[config.mk]
export PLATFORM = sky130hd
export DESIGN_NAME = plc_top
export DESIGN_NICKNAME = d
export VERILOG_FILES = /design/src/hw/plc_fifo.sv /design/src/hw/plc_pkg.sv /design/src/hw/plc_top.sv
export SDC_FILE = /design/constraint.sdc
export NUM_CORES = 1
export LEC_CHECK = 0
export BUFFER_PORTS_ARGS = -buffer_cell sky130_fd_sc_hd__clkbuf_2
export CAP_MARGIN = 20
export CELL_PAD_IN_SITES_DETAIL_PLACEMENT = 1
export CELL_PAD_IN_SITES_GLOBAL_PLACEMENT = 1
export CORE_ASPECT_RATIO = 0.75
export CORE_MARGIN = 5
export CORE_UTILIZATION = 40
export DETAILED_ROUTE_END_ITERATION = 16
export GPL_TIMING_DRIVEN = 0
export MAX_ROUTING_LAYER = met4
export PLACE_DENSITY_LB_ADDON = 0.3
export SETUP_SLACK_MARGIN = 0.15
export SYNTH_ARGS = -nofsm -noshare
export SYNTH_HDL_FRONTEND = slang
export SYNTH_SLANG_ARGS = --single-unit
[constraint.sdc]
create_clock -name pclk -period 5.3 [get_ports pclk]
set_clock_uncertainty 0.2 [all_clocks]
set_input_delay 1.06 -clock pclk [delete_from_list [all_inputs] [get_ports pclk]]
set_output_delay 1.06 -clock pclk [all_outputs]
set_load 0.02 [all_outputs]
[src/hw/plc_fifo.sv]
// value fifo module is kept with the rest of the logic in plc_top.sv

[src/hw/plc_pkg.sv]
// constants for the printer listing control block
package plc_pkg;
    // register byte offsets
    localparam logic [7:0]  ADDR_HEADING   = 8'h00;
    localparam logic [7:0]  ADDR_CONTROL   = 8'h04;
    localparam logic [7:0]  ADDR_COMMAND   = 8'h08;
    localparam logic [7:0]  ADDR_STATUS    = 8'h0c;
    localparam logic [7:0]  ADDR_VALUE     = 8'h10;
    // control fields
    localparam int          CTL_CNT_PRINT  = 0;
    localparam int          CTL_PRN_EN     = 1;
    localparam int          CTL_SERIAL_OP  = 2;
    // command fields
    localparam int          CMD_RESTART    = 0;
    // status fields
    localparam int          ST_PRN_ON      = 0;
    localparam int          ST_FIFO_FULL   = 1;
    localparam int          ST_FIFO_EMPTY  = 2;
    localparam int          ST_REJECT      = 3;
    // values and limits
    localparam logic [13:0] HEADING_RESET  = 14'h03e8;
    localparam logic [13:0] HEADING_MAX    = 14'h270f;
    localparam logic [13:0] COUNTER_START  = 14'h0001;
    localparam int          FIFO_DEPTH     = 8;
    localparam int          DATA_W         = 24;
    // output record kinds
    localparam logic [1:0]  KIND_HEADING   = 2'h0;
    localparam logic [1:0]  KIND_COUNTER   = 2'h1;
    localparam logic [1:0]  KIND_VALUE     = 2'h2;
endpackage

[src/hw/plc_top.sv]
// printer listing control: apb registers, value fifo, listing sequencer
//
// Decided for this implementation: the APB slave port and the register offsets.
`timescale 1ns/10ps
module plc_top
    import plc_pkg::*;
(
    input  wire logic        pclk,
    input  wire logic        presetn,
    input  wire logic        psel,
    input  wire logic        penable,
    input  wire logic        pwrite,
    input  wire logic [7:0]  paddr,
    input  wire logic [31:0] pwdata,
    output logic      [31:0] prdata,
    output logic             pready,
    output logic             pslverr,
    input  wire logic        meas_valid,
    output logic             meas_ready,
    input  wire logic [23:0] meas_data,
    output logic             prn_valid,
    input  wire logic        prn_ready,
    output logic      [1:0]  prn_kind,
    output logic      [23:0] prn_data,
    output logic             prn_connect
);
    typedef enum logic [1:0] {S_IDLE, S_HEAD, S_CNT, S_VAL} plc_state_t;

    logic [13:0] heading_interval;
    logic        cnt_print;
    logic        prn_enable;
    logic        serial_op;
    logic        reject;
    logic [13:0] value_counter;
    logic [13:0] since_heading;
    logic        need_heading;
    logic [23:0] value_hold;
    plc_state_t  state;
    logic        wr_acc;
    logic        rd_acc;
    logic        f_valid;
    logic        f_ready;
    logic [23:0] f_data;
    logic        in_valid;
    logic        in_ready;
    logic        prn_active;
    logic        take;
    logic        rec_done;
    logic [31:0] next_prdata;

    // apb: zero wait states, error on unmapped address
    assign pready = 1'b1;
    assign wr_acc = psel && penable && pwrite;
    assign rd_acc = psel && penable && !pwrite;
    assign pslverr = psel && penable && !(paddr == ADDR_HEADING
        || paddr == ADDR_CONTROL || paddr == ADDR_COMMAND
        || paddr == ADDR_STATUS || paddr == ADDR_VALUE);

    // printer live only when enabled and not in serial operation
    assign prn_active  = prn_enable && !serial_op;
    assign prn_connect = prn_active;

    // settings registers
    always_ff @(posedge pclk or negedge presetn)
    begin
        if (!presetn)
        begin
            heading_interval <= HEADING_RESET;
            cnt_print        <= 1'b1;
            prn_enable       <= 1'b0;
            serial_op        <= 1'b0;
            reject           <= 1'b0;
        end
        else if (wr_acc && paddr == ADDR_HEADING)
        begin
            // zero is no valid interval either
            if (pwdata[31:0] > 32'(HEADING_MAX) || pwdata == 32'h0)
                reject <= 1'b1;
            else
                heading_interval <= pwdata[13:0];
        end
        else if (wr_acc && paddr == ADDR_CONTROL)
        begin
            cnt_print <= pwdata[CTL_CNT_PRINT];
            serial_op <= pwdata[CTL_SERIAL_OP];
            // enable refused while the serial interface is selected
            if (pwdata[CTL_PRN_EN] && pwdata[CTL_SERIAL_OP])
            begin
                prn_enable <= 1'b0;
                reject     <= 1'b1;
            end
            else
                prn_enable <= pwdata[CTL_PRN_EN];
        end
        else if (rd_acc && paddr == ADDR_STATUS)
            reject <= 1'b0;                           // cleared by reading
    end

    // read mux
    always_comb
    begin
        next_prdata = 32'h0;
        case (paddr)
            ADDR_HEADING: next_prdata = {18'h0, heading_interval};
            ADDR_CONTROL:
            begin
                next_prdata[CTL_CNT_PRINT] = cnt_print;
                next_prdata[CTL_PRN_EN]    = prn_enable;
                next_prdata[CTL_SERIAL_OP] = serial_op;
            end
            ADDR_STATUS:
            begin
                next_prdata[ST_PRN_ON]     = prn_active;
                next_prdata[ST_FIFO_FULL]  = !in_ready;
                next_prdata[ST_FIFO_EMPTY] = !f_valid;
                next_prdata[ST_REJECT]     = reject;
            end
            ADDR_VALUE: next_prdata = {18'h0, value_counter};
            default: next_prdata = 32'h0;
        endcase
    end

    // read data captured in the setup cycle: a flop output that still
    // answers in the access cycle, so no wait state is needed
    always_ff @(posedge pclk or negedge presetn)
    begin
        if (!presetn)
            prdata <= 32'h0;
        else if (psel && !penable && !pwrite)
            prdata <= next_prdata;
    end

    // values requested over the parallel bus enter only while printing
    assign in_valid   = meas_valid && prn_active;
    assign meas_ready = in_ready && prn_active;

    plc_fifo #(
        .WIDTH (DATA_W),
        .DEPTH (FIFO_DEPTH)
    ) u_fifo (
        .pclk      (pclk),
        .presetn   (presetn),
        .in_valid  (in_valid),
        .in_ready  (in_ready),
        .in_data   (meas_data),
        .out_valid (f_valid),
        .out_ready (f_ready),
        .out_data  (f_data)
    );

    assign take     = (state == S_IDLE) && f_valid;
    assign f_ready  = take;
    assign rec_done = prn_valid && prn_ready;

    // listing sequencer: heading when due, optional counter, value
    always_ff @(posedge pclk or negedge presetn)
    begin
        if (!presetn)
        begin
            state      <= S_IDLE;
            prn_valid  <= 1'b0;
            prn_kind   <= KIND_HEADING;
            prn_data   <= 24'h0;
            value_hold <= 24'h0;
        end
        else
        begin
            case (state)
                S_IDLE:
                    if (take)
                    begin
                        value_hold <= f_data;
                        prn_valid  <= 1'b1;
                        if (need_heading)
                        begin
                            state    <= S_HEAD;
                            prn_kind <= KIND_HEADING;
                            prn_data <= {10'h0, heading_interval};
                        end
                        else if (cnt_print)
                        begin
                            state    <= S_CNT;
                            prn_kind <= KIND_COUNTER;
                            prn_data <= {10'h0, value_counter};
                        end
                        else
                        begin
                            state    <= S_VAL;
                            prn_kind <= KIND_VALUE;
                            prn_data <= f_data;
                        end
                    end
                S_HEAD:
                    if (rec_done)
                    begin
                        if (cnt_print)
                        begin
                            state    <= S_CNT;
                            prn_kind <= KIND_COUNTER;
                            prn_data <= {10'h0, value_counter};
                        end
                        else
                        begin
                            state    <= S_VAL;
                            prn_kind <= KIND_VALUE;
                            prn_data <= value_hold;
                        end
                    end
                S_CNT:
                    if (rec_done)
                    begin
                        state    <= S_VAL;
                        prn_kind <= KIND_VALUE;
                        prn_data <= value_hold;
                    end
                S_VAL:
                    if (rec_done)
                    begin
                        state     <= S_IDLE;
                        prn_valid <= 1'b0;
                    end
                default:
                begin
                    state     <= S_IDLE;
                    prn_valid <= 1'b0;
                end
            endcase
        end
    end

    // counters; restart wins over a value completing in the same cycle
    always_ff @(posedge pclk or negedge presetn)
    begin
        if (!presetn)
        begin
            value_counter <= COUNTER_START;
            since_heading <= 14'h0;
            need_heading  <= 1'b1;
        end
        else
        begin
            if (wr_acc && paddr == ADDR_COMMAND && pwdata[CMD_RESTART])
                value_counter <= COUNTER_START;
            else if (state == S_VAL && rec_done)
                value_counter <= value_counter + 14'h1;
            if (state == S_HEAD && rec_done)
            begin
                since_heading <= 14'h0;
                need_heading  <= 1'b0;
            end
            else if (state == S_VAL && rec_done)
            begin
                since_heading <= since_heading + 14'h1;
                if (since_heading + 14'h1 >= heading_interval)
                    need_heading <= 1'b1;
            end
        end
    end
endmodule

// parameterised valid/ready fifo for measured values
module plc_fifo #(
    parameter int WIDTH = 24,
    parameter int DEPTH = 8
) (
    input  wire logic             pclk,
    input  wire logic             presetn,
    input  wire logic             in_valid,
    output logic                  in_ready,
    input  wire logic [WIDTH-1:0] in_data,
    output logic                  out_valid,
    input  wire logic             out_ready,
    output logic      [WIDTH-1:0] out_data
);
    localparam int AW = $clog2(DEPTH);
    logic [WIDTH-1:0] mem [DEPTH];
    logic [AW-1:0]    wr_ptr;
    logic [AW-1:0]    rd_ptr;
    logic [AW:0]      count;
    logic             push;
    logic             pop;

    // honest full and empty from the fill count
    assign in_ready  = (count != (AW+1)'(DEPTH));
    assign out_valid = (count != '0);
    assign push      = in_valid && in_ready;
    assign pop       = out_valid && out_ready;
    assign out_data  = mem[rd_ptr];

    // storage needs no reset
    always_ff @(posedge pclk)
    begin
        if (push)
            mem[wr_ptr] <= in_data;
    end

    // pointers wrap at depth
    always_ff @(posedge pclk or negedge presetn)
    begin
        if (!presetn)
        begin
            wr_ptr <= '0;
            rd_ptr <= '0;
            count  <= '0;
        end
        else
        begin
            if (push)
                wr_ptr <= (wr_ptr == AW'(DEPTH-1)) ? '0 : wr_ptr + 1'b1;
            if (pop)
                rd_ptr <= (rd_ptr == AW'(DEPTH-1)) ? '0 : rd_ptr + 1'b1;
            if (push && !pop)
                count <= count + 1'b1;
            else if (pop && !push)
                count <= count - 1'b1;
        end
    end
endmodule

==> reports/results.ini, run 1 <==
[outcome]
outcome = complete, no violations

[route]
wirelength_um = 38100
dr.pass1.iters = 5
remaining_drc_errors = 0
wl_per_cell_um = 23.4
drtIter0Drc = 713
via_per_inst = 5.43
num_vias = 8869
ant_nets = 0

[synthesis]
yosysSeqAreaShare_pct = 64.0
synthDominantCellAreaShare_pct = 41.6
synth-async-reset-ratio_pct = 39.2
yosys_warnings = 0
ys_types = 58
netlist_top_cells_count = edfxtp_1 (192), dfrtp_1 (115), nor2_1 (86)
yosys.area.top_type = edfxtp_1
synth.most_common_cell = edfxtp_1
synth_cells = 969
ys_ff_latch = 316
netlist_area_um2 = 13900
avgSynthCellArea_um2 = 14.3
ys.flop_type = edfxtp_1
synth_edf_count = 192
synth_area_leaders = edfxtp_1 (42%), dfrtp_1 (21%), mux4_2 (7.8%)

[final_layout]
layout-drive-gt1-share_pct = 27.1
finish.instance_area_um2 = 16400
syn_to_final_growth_pct = 18.0
final_cell_count_no_fill = 1633
nets = 1252

[setup_path]
worst_ep_arrival_time_ns = 2.86
cp-start-kind = input pin
cp-end-kind = output port
reg2reg_to = u_fifo.count[3]
r2r_setup_slack_ns = 1.54
crit_type = in -> out
cp_max_fo = 10
rr_worst_depth = 11
timing.rr.start = u_fifo.count[0]
required_ns = 4.04

[place]
placed_area_um2 = 15300
dp_cells = 1573
gp_congestion = 0.811
port_buffers = 114
dpl.hpwl_um = 27200

[sta]
holdWs_ns = 0.295
finalHoldViolCount = 0
fmaxAchievable_mhz = 242
relSlewSlack_pct = 34.9
finalCriticalPeriod_ns = 4.12
drv_slew = 0
rsz0062_at_grt = no
period_share_pct = 77.8
worst_pin_slew_ns = 0.971
setup-violations-final = 0

[cts]
cts_max_level = 2
cts.hold.buffers_added = 0
ctsLongestPathBuffers = 3
cts_root_buffer = clkbuf_16
cts_buffers = 34
cts_sinks = 316
clkTransAtPathRegs_ns = 0.06
clk_latency_ns = 0.53
ctsResizeCount = 0
cts_tree = yes
post_cts_buffers = 0

[grt]
grt-ovfl-total = 0
grt_use_total_pct = 20.5
grt_max_degree = 65
grt_pass1_vias = 9535
antenna_found_initial = 1
grt_first_pass_wirelength_um = 58800

[worst_hold_path]
worstHoldEndpoint = prdata[3]
holdPathStages = 2
worstHoldStart = prdata[3]
hold_class = reg -> reg

[job]
drv_cap = 0

[floorplan]
fp-row-count = 59
die_width_um = 225
core_um2 = 34500
die_area_um2 = 38500
ioPinCount = 134
die_y_um = 171
initial_utilization_pct = 40.2

[pwr]
peakVddDrop_mv = 0.241
power_density_nw_per_um2 = 494
leakage_nw = 6.32

-- worst max-delay path: stages --
cell      delay [ns]
clkbuf_2        0.08
or4_4           0.55
or2_1           0.33
nor4b_2         0.36
buf_4           0.24
nor3_1          0.07
clkbuf_2        0.16
-- how the worst max path moves through the flow --
stage                          start                end
final                       paddr[1]            pslverr
after global routing        paddr[1]            pslverr
after CTS                   paddr[1]            pslverr
after detailed placement    paddr[1]            pslverr
after global placement    meas_valid  u_fifo.mem[0][20]
after floorplan           meas_valid   u_fifo.mem[0][0]
-- sequential cells by signal, indices dropped and copies added (netlist names), 2 cells and up --
signal            cells
prn_kind              2
u_fifo.wr_ptr         3
u_fifo.rd_ptr         3
prn_data             24
prdata               14
heading_interval     14
u_fifo.mem          192
state                 2
u_fifo.count          4
value_counter        14
value_hold           24
since_heading        14
-- where the power goes --
part	leakage [nW]	total [mW]	switching [mW]	internal, mW
Clock	0.506	2.26	0.963	1.29
Sequential	3.28	3.16	0.246	2.92
Combinational	2.54	2.67	1.61	1.06
Total	6.32	8.09	2.81	5.27
-- through the flow --
stage / setup slack [ns] / utilization, % / power [mW] / TNS (ns)
floorplan: 1.06 / - / 4.93 / 0
global placement: -1.39 / 43.7 / 5.77 / -60.60
detailed placement: 1.20 / 44.5 / 5.87 / 0
CTS: 1.19 / 47.5 / 8.16 / 0
global route: 1.13 / 47.5 / 8.53 / 0
finish: 1.18 / 47.5 / 8.09 / 0
-- layout by cell type (no fill, tap or decap), types with 4 or more instances in the layout --
cell type	count
mux4_2	48
o31ai_1	5
a31oi_1	19
a22o_1	4
nand2_1	57
nor3_2	4
conb_1	19
buf_2	7
inv_1	24
buf_6	8
nand4_1	12
clkbuf_2	113
xor2_1	15
a21o_1	5
a22oi_1	10
a21oi_1	28
clkbuf_16	34
clkinv_1	5
xnor2_1	11
nor4_1	9
clkbuf_1	41
dfrtp_1	115
nand2b_1	23
nor2_1	83
nand3_1	16
o21ai_0	50
mux2_2	31
clkinv_2	6
a222oi_1	14
nor3_1	10
ha_1	27
mux2_4	9
edfxtp_1	192
dfstp_2	9
buf_4	26
or3_1	4
buf_1	5
a221oi_1	10
mux2i_1	20
nor2b_1	4
-- per-layer routing --
layer / part of all wire, % / routed length, µm / up-vias / GRT usage (%)
met4: 1.4 / 524 / 0 / 4.00
li1: - / - / 4024 / -
met1: 47 / 17900 / 4598 / 29.5
met3: 4.8 / 1820 / 43 / 3.60
met5: 0 / 0 / - / -
met2: 47 / 17900 / 204 / 31.1
-- cell families after synthesis --
| kind of cell | after synthesis | synth area share (%) |
|---|---|---|
| xor+xnor | 26 | 1.64 |
| simple gates | 242 | 8.54 |
| mux | 108 | 12.7 |
| compound gates | 157 | 7.37 |
| flops | 316 | 64.0 |
| other cells | 2 | 0.0541 |
| fa+ha+maj | 28 | 2.58 |
| buf+inv | 90 | 3.09 |
-- final cells by class --
| class | instances | area (µm²) |
|---|---|---|
| multi-input cells | 580 | 4680 |
| flip-flops and latches | 316 | 8880 |
| clock inverters | 15 | 134 |
| plain buffers | 66 | 339 |
| clock buffers | 43 | 895 |
| fillers | 3474 | 18100 |
| well taps | 457 | 572 |
| repair buffers | 131 | 786 |
| diodes | 1 | 2.50 |
| inverters | 24 | 90.1 |
Note: power is estimated with default switching activity, not from simulation.
==> run 2: changes to the inputs <==
==> constraint.sdc (replaced) <==
create_clock -name pclk -period 4.3 [get_ports pclk]
set_clock_uncertainty 0.2 [all_clocks]
set_input_delay 0.86 -clock pclk [delete_from_list [all_inputs] [get_ports pclk]]
set_output_delay 0.86 -clock pclk [all_outputs]
set_load 0.02 [all_outputs]
==> run 2 against run 1 <==
Against the previous run: wire length about the same; sequential power increased by 24%; first-iteration DRC count increased by 20%; critical endpoint is now u_fifo.count[3]; largest cell class unchanged; largest power group unchanged.
==> reports/results.ini, run 2 (synthesized netlist as in run 1, its figures left out) <==
[pwr]
seqPwrFrac_pct = 38.4  ; -0.7 points
peakVddDrop_mv = 0.459  ; +91%
p_int_mw = 6.65  ; +26%
leakage_nw = 6.35  ; +0.40%
p_switching_mw = 3.51  ; +25%
power_density_nw_per_um2 = 616  ; +25%
swShare_pct = 34.5  ; -0.29 points
p_clk_share_pct = 29.1  ; +1.2 points
power_frac_comb_pct = 32.5  ; -0.5 points

[sta]
finalHoldViolCount = 0  ; unchanged
relSlewSlack_pct = 24.0  ; -11 points
finalWorstSetupSlack_ns = 0.502  ; -0.674 ns
fmaxAchievable_mhz = 263
worst_pin_slew_ns = 1.13  ; +0.160 ns
period_share_pct = 88.3
finalCriticalPeriod_ns = 3.80
fin_tns_setup_ns = 0  ; unchanged
holdWs_ns = 0.0815  ; -0.214 ns
setup-violations-final = 0  ; unchanged
rsz0062_at_grt = no
drv_slew = 0  ; unchanged

[final_layout]
finish.instance_area_um2 = 16500  ; +0.65%
largest_register_ff_count = 192  ; unchanged
syn_to_final_growth_pct = 18.8
regMostFlops = u_fifo.mem
top_regs = u_fifo.mem (192), prn_data (24), value_hold (24)
layout_commonest_cell = edfxtp_1
nets = 1249  ; -0.24%
layout-drive-gt1-share_pct = 27.0  ; -0.19 points
final_cell_count_no_fill = 1634  ; +0.061%
final_cell_mix = edfxtp_1 (192), dfrtp_1 (115), clkbuf_2 (113)

[cts]
cts.hold.buffers_added = 0  ; unchanged
cts_root_buffer = clkbuf_16
clkTransAtPathRegs_ns = 0.06  ; about the same
cts_buffers = 34  ; unchanged
post_cts_buffers = 0  ; unchanged
cts_max_level = 2  ; unchanged
cts_tree = yes
clk_latency_ns = 0.53  ; about the same
cts_sinks = 316  ; unchanged
ctsResizeCount = 0  ; unchanged
ctsLongestPathBuffers = 3  ; unchanged

[route]
wl_per_cell_um = 23.4  ; about the same
wirelength_um = 38200  ; about the same
num_vias = 8954  ; +0.96%
drtIter0Drc = 853  ; +20%
via_per_inst = 5.48  ; +0.90%
ant_nets = 0  ; unchanged
remaining_drc_errors = 0  ; unchanged
dr.pass1.iters = 9  ; +4

[grt]
grt_max_degree = 73  ; +12%
antenna_found_initial = 1  ; unchanged
grt_first_pass_wirelength_um = 58600  ; -0.33%
grt-ovfl-total = 0  ; unchanged
grt_pass1_vias = 9414  ; -1.3%
grt_use_total_pct = 20.4  ; -0.11 points

[place]
place_ws_ns = 0.526  ; -0.678 ns
port_buffers = 114  ; unchanged
gp_congestion = 0.814  ; +0.38%
dp_cells = 1571  ; -0.13%
dpl.hpwl_um = 27500  ; +1.2%
placed_area_um2 = 15400  ; +0.11%

[setup_path]
crit_type = reg -> reg
required_ns = 4.49  ; +0.45 ns
crit_top_cell = ha_1
cp-start-kind = flop
cp-end-kind = flop
crit_path_max_incr_delay_ns = 0.69  ; +0.14 ns
slowest_stage = or4_1
worst_ep_arrival_time_ns = 3.99  ; +1.13 ns
cp_max_fo = 10  ; unchanged
crit_chain = or4_1 > nand2_1 > clkbuf_1 > ha_1 > inv_1 > ha_1 > a21o_1 > a21oi_1 > xnor2_1 > nor2_1 > xor2_1

[job]
drv_cap = 0  ; unchanged

[worst_hold_path]
hold_class = in -> async

[floorplan]
initial_utilization_pct = 40.2  ; unchanged
die_y_um = 171  ; unchanged
ioPinCount = 134  ; unchanged
fp-row-count = 59  ; unchanged
die_width_um = 225  ; unchanged
die_area_um2 = 38500  ; unchanged
core_um2 = 34500  ; unchanged

[outcome]
outcome = complete, no violations

run 2: cell count changes in the layout (fill, tap and decap cells not counted), moves of 2 or more:
cell | previous run | this run
buf_4 | 26 | 21
buf_8 | 0 | 3
clkbuf_1 | 41 | 43
clkbuf_8 | 2 | 5
clkinv_2 | 6 | 1
run 2: final timing paths:
check	startpoint	endpoint	slack (ns)	cells past startpoint
max	u_fifo.count[0]	u_fifo.count[3]	0.50	11
min in group pclk	prdata[3]	prdata[3]	0.29	2
min reg2reg	prdata[3]	prdata[3]	0.29	2
max in group asynchronous	presetn	need_heading	3.04	2
max reg2reg	u_fifo.count[0]	u_fifo.count[3]	0.50	11
min	presetn	value_hold[20]	0.08	1
run 2: per-stage QoR:
step	util, %	power, mW
after floorplan	-	6.07
after global placement	43.8	7.12
after detailed placement	44.5	7.25
after CTS	47.8	10.3
after global routing	47.8	10.7
final	47.8	10.2
run 2: critical path, delay by kind of cell, from the launching register on:
family / cells / cell delay (ns)
buf+inv: 2 / 0.67
simple gates: 3 / 1.15
compound gates: 2 / 0.33
fa+ha+maj: 2 / 0.58
flops: 1 / 0.46
xor+xnor: 2 / 0.28
run 2: metal layers:
metal | up-vias | global-route usage (%) | part of all wire [%]
met5 | - | - | 0
met1 | 4693 | 29.9 | 47
met4 | 0 | 3.92 | 1.5
met2 | 201 | 30.7 | 47
met3 | 47 | 3.09 | 4.7
li1 | 4013 | - | -
run 2: area by class of cell:
cell class / count / area, µm²
fillers: 3476 / 18000
diodes: 1 / 2.50
well taps: 457 / 572
clock inverters: 13 / 158
multi-input cells: 580 / 4690
plain buffers: 66 / 339
repair buffers: 128 / 786
inverters: 24 / 90.1
clock buffers: 49 / 968
flip-flops and latches: 316 / 8880
run 2: power by group through the flow:
| stage | clock (mW) | combinational (mW) | sequential [mW] |
|---|---|---|---|
| 5_1_grt | 3.16 | 3.61 | 3.94 |
| 6_report | 2.96 | 3.30 | 3.91 |
| 3_3_place_gp | 0 | 3.19 | 3.93 |
| 2_1_floorplan | 0 | 2.07 | 4.00 |
| 3_5_place_dp | 0 | 3.30 | 3.95 |
| 4_1_cts | 3.02 | 3.35 | 3.91 |
